**config.mk**
```make
export PLATFORM = sky130hd
export DESIGN_NAME = tdc_delay_counter
export DESIGN_NICKNAME = d
export VERILOG_FILES = /design/src/core/tdc_pkg.sv /design/src/core/tdc_delay_counter.sv /design/src/core/tdc_prescaler.sv /design/src/core/tdc_trigger_sync.sv
export SDC_FILE = /design/constraint.sdc
export NUM_CORES = 1
export LEC_CHECK = 0
export ABC_AREA = 1
export BUFFER_PORTS_ARGS = -buffer_cell sky130_fd_sc_hd__buf_2
export CAP_MARGIN = 20
export CORE_MARGIN = 3
export CORE_UTILIZATION = 55
export CTS_BUF_LIST = sky130_fd_sc_hd__clkbuf_4
export DETAILED_ROUTE_END_ITERATION = 10
export PLACE_DENSITY = 0.79
export REMOVE_ABC_BUFFERS = 1
export SYNTH_ARGS = -nofsm -noshare
export SYNTH_HDL_FRONTEND = slang
export SYNTH_HIERARCHICAL = 1
export SYNTH_SLANG_ARGS = --single-unit
```
**constraint.sdc**
```tcl
create_clock -name mclk -period 1.9 [get_ports mclk]
set_input_delay 0.57 -clock mclk [delete_from_list [all_inputs] [get_ports mclk]]
set_output_delay 0.57 -clock mclk [all_outputs]
set_load 0.02 [all_outputs]
```
**src/core/tdc_pkg.sv**
```systemverilog
// Shared constants and types of the delay-counter timer channel
package tdc_pkg;

   ////////////////////////////////////////////////////////////////////////////
   // Register byte offsets on the AHB-Lite slave
   localparam logic [7:0] OFF_UNIT_EN  = 8'h00;  // Unit enable
   localparam logic [7:0] OFF_PRESCALE = 8'h04;  // Clock prescale select
   localparam logic [7:0] OFF_MODE     = 8'h08;  // Channel mode
   localparam logic [7:0] OFF_NFILT    = 8'h0C;  // Noise filter enable
   localparam logic [7:0] OFF_DATA     = 8'h10;  // Channel data
   localparam logic [7:0] OFF_COUNT    = 8'h14;  // Channel count, read only
   localparam logic [7:0] OFF_START    = 8'h18;  // Start trigger, reads zero
   localparam logic [7:0] OFF_STOP     = 8'h1C;  // Stop trigger, reads zero
   localparam logic [7:0] OFF_ENSTAT   = 8'h20;  // Channel enable status
   localparam logic [7:0] OFF_OUTCTL   = 8'h24;  // Output control bits

   ////////////////////////////////////////////////////////////////////////////
   // Field positions
   localparam int PRESC_A_LSB    = 0;  // Divider select of clock A
   localparam int PRESC_B_LSB    = 4;  // Divider select of clock B
   localparam int PRESC_SEL_W    = 4;  // Width of one divider select
   localparam int MODE_CLKSEL    = 0;  // 0: clock A, 1: clock B
   localparam int MODE_EDGE_LSB  = 1;  // Two bits of edge select
   localparam int MODE_SPLIT     = 3;  // Split into 8-bit halves
   localparam int OUT_VALUE      = 0;  // Output value bit
   localparam int OUT_ENABLE     = 1;  // Output enable bit
   localparam int OUT_MODE       = 2;  // Output mode bit, 0 = master
   localparam int OUT_LEVEL      = 3;  // Output level bit

   ////////////////////////////////////////////////////////////////////////////
   // Reset and terminal values
   localparam logic [31:0] REG_RST   = 32'h0000_0000;
   localparam logic [15:0] DATA_RST  = 16'h0000;
   localparam logic [15:0] CNT_RST   = 16'hFFFF;
   localparam logic [15:0] CNT_HALT  = 16'hFFFF;
   localparam logic [15:0] CNT_ZERO  = 16'h0000;
   localparam logic [7:0]  LOW_HALT  = 8'hFF;
   localparam logic [7:0]  LOW_ZERO  = 8'h00;
   localparam logic [2:0]  HSIZE_WORD = 3'h2;

   ////////////////////////////////////////////////////////////////////////////
   // Enumerations
   typedef enum logic [1:0] {EDGE_FALL, EDGE_RISE, EDGE_BOTH, EDGE_NONE} tdc_edge_t;
   typedef enum logic [1:0] {ST_STOPPED, ST_WAIT, ST_COUNT} tdc_state_t;

endpackage

```
**src/core/tdc_delay_counter.sv**
```systemverilog
// Delay-counter timer channel with its AHB-Lite register slave
//
// Operation
// Software selects master output mode for delays
// Output level ignored in master mode
// Disabled unit: no clock, registers inaccessible
// Enabling unit starts clock, channel stopped
// Two prescaled clocks from prescale select
// Software configures channel before starting it
// Start bit triggers and reads zero
// Start write sets enable status, awaits trigger
// Trigger loads data into counter, counts down
// Counter reaching zero raises channel interrupt
// After terminal count, halt holding all ones
// Sequence repeats on every later trigger
// Data register writable while running
// Counter readable at any time
// Software leaves mode and output bits alone
// Stop bit stops channel and reads zero
// Stop clears enable status, counting ceases
// Counter keeps its value after stop
// Disabling unit returns registers to initial
// Interval is count period times data plus one
// Trigger pin sampled on operating clock
// New data value used at next load
// Split channel counts only lower half
// Count on strobes from selected prescaled clock
module tdc_delay_counter (
   input  wire logic         mclk,
   input  wire logic         rstn,
   input  wire logic         hsel,
   input  wire logic [31:0]  haddr,
   input  wire logic [1:0]   htrans,
   input  wire logic         hwrite,
   input  wire logic [2:0]   hsize,
   input  wire logic         hready,
   input  wire logic [31:0]  hwdata,
   output logic [31:0]       hrdata,
   output logic              hreadyout,
   output logic              hresp,
   input  wire logic         trigInPin,
   output logic              channelInterrupt,
   output logic              timerOut,
   output logic              timerOutEn,
   output logic              unitClockOn
);
   import tdc_pkg::*;

   ////////////////////////////////////////////////////////////////////////////
   // Declarations
   logic        unitEn_r;       // Unit enable bit
   logic [7:0]  prescale_r;     // Two divider selects
   logic [3:0]  mode_r;         // Clock select, edge select, split
   logic        nfilt_r;        // Noise filter enable
   logic [15:0] data_r;         // Channel data value
   logic [15:0] cnt_r;          // Channel counter
   logic        enStat_r;       // Channel enable status
   logic [3:0]  outCtl_r;       // Output value, enable, mode, level
   tdc_state_t  state_r;        // Channel sequencer
   logic        wrPend_r;       // Write data phase pending
   logic [7:0]  wrAddr_r;       // Address of pending write
   logic        wrWord_r;       // Pending write is a whole word
   logic        accept;         // Address phase taken this cycle
   logic        wrOk;           // Write lands in this cycle
   logic        wrUnit;         // Write to the unit enable word
   logic        startWr;        // Start trigger written
   logic        stopWr;         // Stop trigger written
   logic        trig;           // Start trigger detected
   logic        tickA;          // Prescaled strobe A
   logic        tickB;          // Prescaled strobe B
   logic        countTick;      // Selected operating clock strobe
   logic        pinEdge;        // Valid edge on trigger pin
   logic        split;          // Lower 8-bit half only

   ////////////////////////////////////////////////////////////////////////////
   // Bus handshake: zero wait state, always OKAY
   assign hreadyout = 1'b1;
   assign hresp     = 1'b0;
   assign accept    = hsel && htrans[1] && hready;
   assign wrOk      = wrPend_r && wrWord_r && unitEn_r;
   assign wrUnit    = wrPend_r && wrWord_r && (wrAddr_r == OFF_UNIT_EN);
   assign startWr   = wrOk && (wrAddr_r == OFF_START) && hwdata[0];
   assign stopWr    = wrOk && (wrAddr_r == OFF_STOP) && hwdata[0];
   assign split     = mode_r[MODE_SPLIT];
   assign countTick = mode_r[MODE_CLKSEL] ? tickB : tickA;
   assign unitClockOn = unitEn_r;

   // Start while enabled acts as a trigger; otherwise only the pin edge
   assign trig = pinEdge || (startWr && enStat_r);

   // Read value of one register word; trigger words always read zero
   function automatic logic [31:0] readWord(input logic [7:0] a);
      logic [31:0] v;
      v = REG_RST;
      if (a == OFF_UNIT_EN) begin
         v[0] = unitEn_r;
      end else if (!unitEn_r) begin
         v = REG_RST;
      end else if (a == OFF_PRESCALE) begin
         v[7:0] = prescale_r;
      end else if (a == OFF_MODE) begin
         v[3:0] = mode_r;
      end else if (a == OFF_NFILT) begin
         v[0] = nfilt_r;
      end else if (a == OFF_DATA) begin
         v[15:0] = data_r;
      end else if (a == OFF_COUNT) begin
         v[15:0] = cnt_r;
      end else if (a == OFF_ENSTAT) begin
         v[0] = enStat_r;
      end else if (a == OFF_OUTCTL) begin
         v[3:0] = outCtl_r;
      end else begin
         v = REG_RST;
      end
      return v;
   endfunction

   ////////////////////////////////////////////////////////////////////////////
   // Address phase capture for writes
   always_ff @(posedge mclk or negedge rstn) begin
      if (!rstn) begin
         wrPend_r <= 1'b0;
         wrAddr_r <= 8'h00;
         wrWord_r <= 1'b0;
      end else begin
         wrPend_r <= accept && hwrite;
         wrAddr_r <= haddr[7:0];
         wrWord_r <= hsize == HSIZE_WORD;
      end
   end

   // Read data prepared at the address phase, stands in the data phase
   always_ff @(posedge mclk or negedge rstn) begin
      if (!rstn) begin
         hrdata <= REG_RST;
      end else if (accept && !hwrite) begin
         hrdata <= readWord(haddr[7:0]);
      end else begin
         hrdata <= REG_RST;
      end
   end

   ////////////////////////////////////////////////////////////////////////////
   // Unit enable: the only word reachable while the unit is off
   always_ff @(posedge mclk or negedge rstn) begin
      if (!rstn) begin
         unitEn_r <= 1'b0;
      end else if (wrUnit) begin
         unitEn_r <= hwdata[0];
      end
   end

   // Configuration words; cleared whenever the unit is off
   always_ff @(posedge mclk or negedge rstn) begin
      if (!rstn) begin
         prescale_r <= 8'h00;
         mode_r     <= 4'h0;
         nfilt_r    <= 1'b0;
         outCtl_r   <= 4'h0;
      end else if (!unitEn_r) begin
         prescale_r <= 8'h00;
         mode_r     <= 4'h0;
         nfilt_r    <= 1'b0;
         outCtl_r   <= 4'h0;
      end else if (wrOk) begin
         if (wrAddr_r == OFF_PRESCALE) begin
            prescale_r <= hwdata[7:0];
         end else if (wrAddr_r == OFF_MODE) begin
            mode_r <= hwdata[3:0];
         end else if (wrAddr_r == OFF_NFILT) begin
            nfilt_r <= hwdata[0];
         end else if (wrAddr_r == OFF_OUTCTL) begin
            outCtl_r <= hwdata[3:0];
         end
      end
   end

   // Data word is writable at any time the unit is on; counter only sees it at a load
   always_ff @(posedge mclk or negedge rstn) begin
      if (!rstn) begin
         data_r <= DATA_RST;
      end else if (!unitEn_r) begin
         data_r <= DATA_RST;
      end else if (wrOk && (wrAddr_r == OFF_DATA)) begin
         data_r <= hwdata[15:0];
      end
   end

   ////////////////////////////////////////////////////////////////////////////
   // Count-clock strobes from the prescale select word
   tdc_prescaler #(
      .DIV_W (16)
   ) u_prescaler (
      .mclk   (mclk),
      .rstn   (rstn),
      .enable (unitEn_r),
      .selA   (prescale_r[PRESC_A_LSB +: PRESC_SEL_W]),
      .selB   (prescale_r[PRESC_B_LSB +: PRESC_SEL_W]),
      .tickA  (tickA),
      .tickB  (tickB)
   );

   // Pin edge detection, sampled on the channel operating clock
   tdc_trigger_sync u_trigger (
      .mclk       (mclk),
      .rstn       (rstn),
      .enable     (unitEn_r),
      .sampleTick (countTick),
      .filterEn   (nfilt_r),
      .edgeSel    (mode_r[MODE_EDGE_LSB +: 2]),
      .pinIn      (trigInPin),
      .edgeSeen   (pinEdge)
   );

   ////////////////////////////////////////////////////////////////////////////
   // Channel sequencer: stop wins over start in the same cycle
   always_ff @(posedge mclk or negedge rstn) begin
      if (!rstn) begin
         state_r  <= ST_STOPPED;
         enStat_r <= 1'b0;
      end else if (!unitEn_r) begin
         state_r  <= ST_STOPPED;
         enStat_r <= 1'b0;
      end else if (stopWr) begin
         state_r  <= ST_STOPPED;
         enStat_r <= 1'b0;
      end else begin
         case (state_r)
            ST_STOPPED: begin
               if (startWr) begin
                  state_r  <= ST_WAIT;
                  enStat_r <= 1'b1;
               end
            end
            ST_WAIT: begin
               if (trig) begin
                  state_r <= ST_COUNT;
               end
            end
            ST_COUNT: begin
               if (trig) begin
                  state_r <= ST_COUNT;
               end else if (countTick && (split ? cnt_r[7:0] == LOW_ZERO
                                               : cnt_r == CNT_ZERO)) begin
                  state_r <= ST_WAIT;
               end
            end
            default: state_r <= ST_STOPPED;
         endcase
      end
   end

   // Counter: load on trigger, step on strobe, halt at all ones
   always_ff @(posedge mclk or negedge rstn) begin
      if (!rstn) begin
         cnt_r <= CNT_RST;
      end else if (!unitEn_r) begin
         cnt_r <= CNT_RST;
      end else if (stopWr || (state_r == ST_STOPPED)) begin
         cnt_r <= cnt_r;
      end else if (trig) begin
         if (split) begin
            cnt_r <= {cnt_r[15:8], data_r[7:0]};
         end else begin
            cnt_r <= data_r;
         end
      end else if ((state_r == ST_COUNT) && countTick) begin
         if (split) begin
            if (cnt_r[7:0] == LOW_ZERO) begin
               cnt_r <= {cnt_r[15:8], LOW_HALT};
            end else begin
               cnt_r <= {cnt_r[15:8], cnt_r[7:0] - 8'h01};
            end
         end else if (cnt_r == CNT_ZERO) begin
            cnt_r <= CNT_HALT;
         end else begin
            cnt_r <= cnt_r - 16'h0001;
         end
      end
   end

   // Interrupt request: one-cycle pulse on the terminal strobe
   always_ff @(posedge mclk or negedge rstn) begin
      if (!rstn) begin
         channelInterrupt <= 1'b0;
      end else begin
         channelInterrupt <= unitEn_r && !stopWr && !trig && (state_r == ST_COUNT)
                             && countTick && (split ? cnt_r[7:0] == LOW_ZERO
                                                    : cnt_r == CNT_ZERO);
      end
   end

   ////////////////////////////////////////////////////////////////////////////
   // Output pin: the level bit only counts in slave mode
   always_ff @(posedge mclk or negedge rstn) begin
      if (!rstn) begin
         timerOut   <= 1'b0;
         timerOutEn <= 1'b0;
      end else begin
         timerOutEn <= outCtl_r[OUT_ENABLE];
         if (!outCtl_r[OUT_MODE]) begin
            timerOut <= outCtl_r[OUT_ENABLE] && outCtl_r[OUT_VALUE];
         end else begin
            timerOut <= outCtl_r[OUT_ENABLE] &&
                        (outCtl_r[OUT_VALUE] ^ outCtl_r[OUT_LEVEL]);
         end
      end
   end
endmodule

```
**src/core/tdc_prescaler.sv**
```systemverilog
// Free-running divider that makes the two prescaled count-clock strobes
module tdc_prescaler #(
   parameter int DIV_W = 16
) (
   input  wire logic                             mclk,
   input  wire logic                             rstn,
   input  wire logic                             enable,
   input  wire logic [tdc_pkg::PRESC_SEL_W-1:0]  selA,
   input  wire logic [tdc_pkg::PRESC_SEL_W-1:0]  selB,
   output logic                                  tickA,
   output logic                                  tickB
);
   import tdc_pkg::*;

   logic [DIV_W-1:0] divCnt_r;  // Shared divider chain

   // Strobe once every 2**sel cycles, when the low sel bits are all ones
   function automatic logic tickFor(input logic [DIV_W-1:0] cnt,
                                    input logic [PRESC_SEL_W-1:0] sel);
      logic [DIV_W-1:0] mask;
      mask = DIV_W'((DIV_W'(1) << sel) - DIV_W'(1));
      return (cnt & mask) == mask;
   endfunction

   ////////////////////////////////////////////////////////////////////////////
   // Divider is held at zero while the unit is unclocked
   always_ff @(posedge mclk or negedge rstn) begin
      if (!rstn) begin
         divCnt_r <= '0;
      end else if (!enable) begin
         divCnt_r <= '0;
      end else begin
         divCnt_r <= divCnt_r + DIV_W'(1);
      end
   end

   // Registered strobes; both share one chain so they stay phase related
   always_ff @(posedge mclk or negedge rstn) begin
      if (!rstn) begin
         tickA <= 1'b0;
         tickB <= 1'b0;
      end else begin
         tickA <= enable && tickFor(divCnt_r, selA);
         tickB <= enable && tickFor(divCnt_r, selB);
      end
   end

endmodule

```
**src/core/tdc_trigger_sync.sv**
```systemverilog
// Trigger pin synchroniser, optional noise filter and valid-edge detector
module tdc_trigger_sync (
   input  wire logic        mclk,
   input  wire logic        rstn,
   input  wire logic        enable,
   input  wire logic        sampleTick,
   input  wire logic        filterEn,
   input  wire logic [1:0]  edgeSel,
   input  wire logic        pinIn,
   output logic             edgeSeen
);
   import tdc_pkg::*;

   logic sync1_r;    // First stage, read only by sync2_r
   logic sync2_r;    // Second stage
   logic sample_r;   // Previous operating-clock sample
   logic level_r;    // Accepted (filtered) level
   logic newLevel;   // Level after this sample
   logic edgeOk;     // Change matches the chosen edge

   ////////////////////////////////////////////////////////////////////////////
   // Two-flop synchroniser for the asynchronous pin
   always_ff @(posedge mclk or negedge rstn) begin
      if (!rstn) begin
         sync1_r <= 1'b0;
         sync2_r <= 1'b0;
      end else begin
         sync1_r <= pinIn;
         sync2_r <= sync1_r;
      end
   end

   // Filter needs two equal samples in a row before a level is accepted
   always_comb begin
      newLevel = level_r;
      if (!filterEn || (sample_r == sync2_r)) begin
         newLevel = sync2_r;
      end
      case (tdc_edge_t'(edgeSel))
         EDGE_FALL: edgeOk = level_r && !newLevel;
         EDGE_RISE: edgeOk = !level_r && newLevel;
         EDGE_BOTH: edgeOk = level_r != newLevel;
         default:   edgeOk = 1'b0;
      endcase
   end

   // Sampling only on the operating clock: up to one period of latency
   always_ff @(posedge mclk or negedge rstn) begin
      if (!rstn) begin
         sample_r <= 1'b0;
         level_r  <= 1'b0;
         edgeSeen <= 1'b0;
      end else if (!enable) begin
         sample_r <= 1'b0;
         level_r  <= 1'b0;
         edgeSeen <= 1'b0;
      end else begin
         edgeSeen <= sampleTick && edgeOk;
         if (sampleTick) begin
            sample_r <= sync2_r;
            level_r  <= newLevel;
         end
      end
   end

endmodule

```
Word level (Yosys, flattened, before mapping)
Cells that the tools add are included.

word-level totals
  register bits after elaboration = 121
  input port bits = 75
  output and inout port bits = 38
  logic and storage cells = 217

cells by class
  add/sub/neg operators = 5
  eq/ne operators = 42
  shift-type cells = 2
  multiplexer cells = 90
  bitwise gates (word level) = 3
  reductions and logical operators = 50

operator list
  kind                                                                  count
  16-bit two-way mux                                                    20
  31-bit two-way mux                                                    10
  4-bit two-way mux                                                     21
  32-bit two-way mux                                                    2
  8-bit by 5-bit == test with 1-bit output, second input constant       5
  8-bit two-way mux                                                     5
  16-bit AND                                                            2
  16-bit == test                                                        2
  8-bit by 4-bit == test with 1-bit output, second input constant       4
  1-bit by 4-bit left shift with 16-bit output, first input constant    2
  16-bit by 2-bit subtractor with 16-bit output, second input constant  2
  28-bit two-way mux                                                    1
  1-bit logical AND                                                     27
  8-bit by 6-bit == test with 1-bit output, second input constant       3
  8-bit logical NOT                                                     3
  24-bit two-way mux                                                    1
  1-bit two-way mux                                                     21
  16-bit by 1-bit adder with 16-bit output, second input constant       1
  8-bit by 3-bit == test with 1-bit output, second input constant       2
  16-bit logical NOT                                                    1
  16-bit by 1-bit subtractor with 16-bit output, second input constant  1
  2-bit by 1-bit != test with 1-bit output, second input constant       7
  2-bit two-way mux                                                     6
  3-bit by 1-bit != test with 1-bit output, second input constant       3
  other kinds (21)                                                      40

Longest topological paths before layout
Gate-level depths: netlist (run 1).

  word-level depth = 34
  depth in mapped cells = 13
  depth with buffers taken out = 11

Cells and area by module
Netlist (run 1), hierarchy kept.

by module, submodules not included
  module             instances  cells an instance  area an instance (µm²)  sequential area each (µm²)
  tdc_delay_counter  1          589                4494.3                  2072.0
  tdc_prescaler      1          263                1620.3                  425.4
  tdc_trigger_sync   1          34                 269.0                   125.1

Worst setup path before layout (run 1)
No wires, ideal clock.

  path kind = reg-to-reg
  start = register unitEn_r (netlist: unitClockOn)
  end = register cnt_r[15]
  library setup time = 0.075 ns
  arrival time = 1.626 ns
  required time = 1.825 ns
  setup slack = 0.198 ns
  cell stages (with the launch flop) = 13
  buffers on the path = 1
  period minus slack after synthesis = 1.702 ns
  path through = dfrtp_1 -> buf_6 -> nand2_4 -> inv_2 -> nand2_2 -> nor2_4 -> nand3_4 -> nand4_2 -> nand2_4 -> inv_2 -> nand2_2 -> nand2_1 -> nand2_1

on the way
  longest elaborated chain between the ends = 8
  elaborated cells between the ends (all ways) = 16
  classes of those cells = eq/ne: 4; mux: 3; reduce/logical: 9

RTL lines
  item                            line                      text
  start, declared                 tdc_delay_counter.sv:51   logic unitEn_r;
  start signal, assigned          tdc_delay_counter.sv:150  unitEn_r <= hwdata[0];
  1-bit logical AND               tdc_delay_counter.sv:80   assign wrOk = wrPend_r && wrWord_r && unitEn_r;
  1-bit logical AND (2 in a row)  tdc_delay_counter.sv:82   assign startWr = wrOk && (wrAddr_r == OFF_START) && hwdata[0];
  1-bit logical AND               tdc_delay_counter.sv:89   assign trig = pinEdge || (startWr && enStat_r);
  1-bit logical OR                tdc_delay_counter.sv:89
  16-bit two-way mux              tdc_delay_counter.sv:262  end else if (trig) begin
  16-bit two-way mux              tdc_delay_counter.sv:260  end else if (stopWr || (state_r == ST_STOPPED)) begin
  16-bit two-way mux              tdc_delay_counter.sv:258  end else if (!unitEn_r) begin
  end signal, assigned            tdc_delay_counter.sv:261  cnt_r <= cnt_r;
  end signal, assigned            tdc_delay_counter.sv:264  cnt_r <= {cnt_r[15:8], data_r[7:0]};
  end signal, assigned            tdc_delay_counter.sv:266  cnt_r <= data_r;
  end, declared                   tdc_delay_counter.sv:56   logic [15:0] cnt_r;

Parallel ways exist; a longest one is shown, timed or not. The select of a mux whose other input is x is not followed.
A chain may end at the register's enable or synchronous reset.

Worst setup path after layout (run 1)
  start = register unitEn_r (netlist: unitClockOn)
  end = output port unitClockOn

RTL lines
  item           line                     text
  end, declared  tdc_delay_counter.sv:45  output logic unitClockOn

No word-level cell between the ends.

==> metrics.cfg, run 1 <==
[drt]
via_per_inst=5.27
remaining_drc_errors=0
ant_nets=0
vias=5881
drt_iter0_markers=375
first_pass_iters=7
wl_met1_mm=6.93
routed.top_layer=met4
wl_met2_mm=7.29
totalWireLength_mm=15.4
wl_per_cell_um=13.8
dr_wl_met3_um=879

[layout]
fill_cells=1026
syn_to_final_growth_pct=12.1
seq_area_sq_mm=0.00262
antenna_cells=0
drive_gt1_frac=0.194
nets=1052
final_util=0.646
multiInputGateArea_sq_mm=0.00316

[timing]
fin_crit_ns=1.84
max-slew-margin-rel=0.534
finalMaxSlewViolations=0
worst_pin_slew_ns=0.696
skew_ns=0.0305
max_freq_mhz=543
rsz0062_at_grt=yes
hold_viol_final=0
post-route-period-util=0.970
tns_ns=0
setup_viol=0

[logic_synthesis]
synth_common_cells=nand2_1 (238), inv_1 (107), nor2_1 (99), dfrtp_1 (88), nand3_1 (63)
synth_area_leaders=dfrtp_1 (34%), nand2_1 (14%), dfstp_2 (6.6%), inv_1 (6.3%), nor2_1 (5.8%)
ys_types=51
async_flop_share=1.00
synth_edf_count=0
yosysSeqAreaShare=0.411
avgSynthCellArea_sq_um=7.20
yosys_register_bits=104
yosysWarnings=6
synth_area_sq_mm=0.00638
synth_cells=886
yosysMostFrequentCell=nand2_1
synth_area_leader_cell=dfrtp_1
synth_top_area_share=0.345
synthFlopType=dfrtp_1

[pwr]
vdd_drop_max_mv=0.476
p_per_area_mw_per_mm2=599
p_leak_nw=3.85
p_total_mw=4.29

[grt]
grt_max_degree=105
grt_pass1_wl_mm=25.5
grt-ovfl-total=0
grt_usage=0.246
grt_pass1_vias=5318
antenna_found_initial=0

[min_path]
holdCritPathClass=input pin to asynchronous set/reset pin

[clock_tree]
cts.clk_slew.worst_paths_ns=0.15
cts_sinks=104
clk_path_buf_depth=2
clk_latency_ns=0.50
htree_levels=3
cts-root-buf=clkbuf_4
cts_tree=built
cts_buffers=9

[setup_path]
crit_fanout=14
critical_path_required_ns=1.33
worst_ep_arrival_time_ns=1.27
endpoint_kind=primary output
crit_type=flip-flop to primary output
worst_setup_path_start_kind=flip-flop

[placed_design]
io_buffers=53
place_congestion=0.944
dp_hpwl_mm=11.6

[die]
fp.dieW_um=114
fp.coreArea_sq_mm=0.0111
die_area_sq_mm=0.0129
row_count=38
initial_core_util=0.576
die_h_um=114
io_pins=113

[job]
drv_cap=0

[outcome]
status=complete, no violations

state kept, by name, indices dropped and copies added, names as in the netlist, 2 cells and up:
name                  count
mode_r                    4
hrdata                   16
wrAddr_r                  8
prescale_r                8
data_r                   16
outCtl_r                  4
cnt_r                    16
u_prescaler/divCnt_r     15
state_r                   2
placed cells by master, fill, tap and decap left out, types with 6 or more instances in the layout:
cell type  count
nor2_2        11
nor2_4         8
buf_4         37
inv_2          9
a21oi_1       49
conb_1        18
dfrtp_1       87
nand3_1       63
nor2_1        98
clkbuf_4      11
buf_2         52
o21ai_1        7
inv_1        107
o21ai_0       61
nor3_1         8
dfstp_2       16
nand2_2       13
ha_1           6
nand2_1      238
nand4_1       10
cell type report:
type,count,area share
Clock buffer,11,0.0115
Timing Repair Buffer,93,0.0857
Inverter,117,0.0614
Tap cell,140,0.0245
Sequential cell,104,0.367
Multi-Input combinational cell,645,0.442
Clock inverter,5,0.00839
per-layer routing:
layer,GRT usage,vias to the layer above
li1,-,2970
met1,0.339,2713
met2,0.396,175
met3,0.0456,23
met4,0.0785,0
met5,0,-
kinds of logic after synthesis:
logic type      count (synthesis)  synth area share
compound gates                143             0.127
xor+xnor                        2           0.00274
fa+ha+maj                       7            0.0137
buf+inv                       153             0.107
flops                         104             0.411
other cells                     2           0.00118
simple gates                  475             0.338
final timing paths:
path / cells after the start / to / slack, ns / start
min in group mclk: 1 / wrAddr_r[6]$_DFF_PN0_ / 0.19 / haddr[6]
max reg2reg: 10 / u_prescaler/tickB$_DFF_PN0_ / 0.14 / prescale_r[4]$_DFFE_PN0P_
max: 2 / unitClockOn / 0.06 / unitClockOn$_DFFE_PN0P_
min reg2reg: 0 / u_trigger/sync2_r$_DFF_PN0_ / 0.37 / u_trigger/sync1_r$_DFF_PN0_
min: 2 / channelInterrupt$_DFF_PN0_ / 0.11 / rstn
max in group asynchronous: 2 / hrdata[15]$_DFF_PN0_ / 1.34 / rstn
worst max-delay path, cell delays in order (launching register included):
cell and delay, ns:
dfrtp_2 0.45, buf_8 0.17, buf_2 0.17
report_power, final:
group	switching (mW)	internal (mW)	total, mW
logic	0.441	0.220	0.661
registers	0.114	2.33	2.44
clock network	0.750	0.433	1.18
total	1.30	2.98	4.29
what timing repair did:
item / 4_1_cts / 5_1_grt
hold buffers: 0 / 0
gates resized for setup: 2 / 5
endpoints found under the setup margin: 1 / 13
buffers inserted: 1 / 0
through the flow:
step / hold WS (ns) / std cells / instance area (sq um) / setup slack [ns]
after floorplan: 0.274 / 866 / 6200 / -1.05
after global placement: 0.337 / 1098 / 6980 / -0.0261
after detailed placement: 0.339 / 1098 / 6980 / -0.0690
after CTS: 0.115 / 1115 / 7130 / 0.0412
after global routing: 0.101 / 1115 / 7160 / -0.00775
final: 0.106 / 1115 / 7160 / 0.0575
Note: power is estimated with default switching activity, not from simulation.
==> run 2: changes to the inputs <==
--- a/config.mk
+++ b/config.mk
@@ -12,6 +12,7 @@
 export CORE_UTILIZATION = 55
 export CTS_BUF_LIST = sky130_fd_sc_hd__clkbuf_4
 export DETAILED_ROUTE_END_ITERATION = 10
+export HOLD_SLACK_MARGIN = 0.12
 export PLACE_DENSITY = 0.79
 export REMOVE_ABC_BUFFERS = 1
 export SYNTH_ARGS = -nofsm -noshare
==> metrics.cfg, run 2 (synthesized netlist as in run 1, its figures left out) <==
[placed_design]
post-place-ws_ns=-0.0690  ; unchanged
io_buffers=53  ; unchanged
place_congestion=0.944  ; unchanged
dp_hpwl_mm=11.6  ; unchanged

[drt]
totalWireLength_mm=15.4  ; about the same
vias=5854  ; was 5881
first_pass_iters=5  ; was 7
remaining_drc_errors=0  ; unchanged
via_per_inst=5.25  ; was 5.27
drt_iter0_markers=321  ; was 375
ant_nets=0  ; unchanged
wl_per_cell_um=13.8  ; about the same

[timing]
finalMaxSlewViolations=0  ; unchanged
hold_viol_final=0  ; unchanged
max-slew-margin-rel=0.543  ; was 0.534
worst_pin_slew_ns=0.682  ; was 0.696 ns
fin_crit_ns=1.84  ; about the same
max_freq_mhz=543  ; about the same
skew_ns=0.0334  ; was 0.0305 ns
rsz0062_at_grt=yes  ; unchanged
timing.hold.ws_ns=0.194  ; was 0.106 ns
setup_ws_ns=0.0594  ; was 0.0575 ns
setup_viol=0  ; unchanged
post-route-period-util=0.969  ; was 0.970

[pwr]
switching_share=0.304  ; about the same
p_per_area_mw_per_mm2=598  ; was 599 mW/mm^2
internal_power_mw=2.98  ; about the same
p_total_mw=4.28  ; was 4.29 mW
seqPwrFrac=0.570  ; about the same
power_switching_mw=1.30  ; about the same
comb_power_share=0.155  ; was 0.154
vdd_drop_max_mv=0.472  ; was 0.476 mV
p_leak_nw=3.86  ; was 3.85 nW
p_clk_frac=0.275  ; was 0.276

[setup_path]
cpMaxStageDelayCell=dfrtp_2  ; unchanged
path_buf_inv=2  ; unchanged
critPathMaxStageDelay_ns=0.45  ; about the same
critical_path_required_ns=1.33  ; about the same
crit_type=flip-flop to primary output  ; unchanged
worst_setup_path_start_kind=flip-flop  ; unchanged
worst_ep_arrival_time_ns=1.27  ; about the same
crit_chain=buf_8 -> buf_2  ; unchanged
endpoint_kind=primary output  ; unchanged
crit_family=flip-flops  ; unchanged
crit_fanout=14  ; unchanged

[clock_tree]
cts_tree=built  ; unchanged
cts.clk_slew.worst_paths_ns=0.15  ; about the same
cts_sinks=104  ; unchanged
cts_buffers=9  ; unchanged
cts-root-buf=clkbuf_4  ; unchanged
htree_levels=3  ; unchanged
clk_latency_ns=0.50  ; about the same
clk_path_buf_depth=2  ; unchanged

[grt]
antenna_found_initial=0  ; unchanged
grt_max_degree=105  ; unchanged
grt-ovfl-total=0  ; unchanged
grt_pass1_vias=5318  ; unchanged
grt_usage=0.246  ; unchanged
grt_pass1_wl_mm=25.5  ; unchanged

[die]
fp.coreArea_sq_mm=0.0111  ; unchanged
initial_core_util=0.576  ; unchanged
row_count=38  ; unchanged
fp.dieW_um=114  ; unchanged
io_pins=113  ; unchanged
die_area_sq_mm=0.0129  ; unchanged
die_h_um=114  ; unchanged

[outcome]
status=complete, no violations  ; unchanged

[layout]
final_common_cell=nand2_1  ; unchanged
final_util=0.647  ; was 0.646
syn_to_final_growth_pct=12.3  ; was 12.1%
nets=1053  ; was 1052
reg_top3=cnt_r x16, data_r x16, hrdata x16  ; unchanged
fill_cells=1025  ; was 1026
antenna_cells=0  ; unchanged
drive_gt1_frac=0.194  ; about the same
final_cell_mix=nand2_1 (238), inv_1 (107), nor2_1 (98), dfrtp_1 (87), nand3_1 (63)  ; unchanged

[job]
drv_cap=0  ; unchanged

[min_path]
holdCritPathClass=input pin to flip-flop  ; was input pin to asynchronous set/reset pin

==> run 2: changes by cell type in the layout (fill, tap and decap cells not counted) <==
cell	change
dlygate4sd3_1	+1
==> run 2: path summary, 6_finish.rpt <==
path / startpoint / end / slack (ns) / cells after the start
max: unitClockOn$_DFFE_PN0P_ / unitClockOn / 0.06 / 2
min: haddr[6] / wrAddr_r[6]$_DFF_PN0_ / 0.19 / 1
max reg2reg: prescale_r[4]$_DFFE_PN0P_ / u_prescaler/tickB$_DFF_PN0_ / 0.15 / 10
min reg2reg: u_trigger/sync1_r$_DFF_PN0_ / u_trigger/sync2_r$_DFF_PN0_ / 0.37 / 0
max in group asynchronous: rstn / cnt_r[13]$_DFFE_PN1P_ / 0.79 / 3
min in group asynchronous: rstn / channelInterrupt$_DFF_PN0_ / 0.65 / 3
==> run 2: metal layers <==
metal,global-route usage,routed length [um],part of all wire
met2,0.396,7270,0.47
met3,0.0451,919,0.060
met4,0.0785,267,0.017
met5,0,0,0
met1,0.340,6900,0.45
==> run 2: metrics by stage <==
stage	cells	setup TNS [ns]	cell area, sq um
6_report	1116	0	7170
5_1_grt	1116	-0.00775	7170
4_1_cts	1116	0	7140
2_1_floorplan	866	-35.58	6200
3_5_place_dp	1098	-0.0892	6980
3_3_place_gp	1098	-0.0261	6980
==> run 2: power by group through the flow <==
stage / combinational [mW] / clock, mW / sequential [mW]
after floorplan: 0.447 / 0 / 2.46
after global placement: 0.643 / 0 / 2.48
after detailed placement: 0.658 / 0 / 2.48
after CTS: 0.662 / 1.21 / 2.44
after global routing: 0.767 / 1.30 / 2.46
final: 0.662 / 1.18 / 2.44
==> run 2: layout make-up <==
class                   instances  area (sq um)  share of cell area
multi-input cells             645          3160               0.441
repair buffers                 94           623              0.0870
well taps                     140           175              0.0244
clock inverters                 5          60.1             0.00838
clock buffers                  11          82.6              0.0115
flip-flops and latches        104          2620               0.366
inverters                     117           439              0.0613
==> run 2: worst register-to-register path, cell delays in order (launching register included) <==
cell	delay, ns
dfrtp_1	0.48
nor2_1	0.17
nand2_1	0.10
ha_1	0.29
a21oi_1	0.15
nor2_1	0.06
nor2_1	0.13
nand2_1	0.07
nor2_1	0.09
nand2_1	0.06
nor2_1	0.10
==> run 2: repair_timing <==
action / CTS / global route
hold buffers: 1 / 0
endpoints found under the hold margin: 18 / 0
pin swaps: 0 / 0
setup endpoints to repair: 1 / 13
gates resized for setup: 2 / 5
buffers inserted: 1 / 0
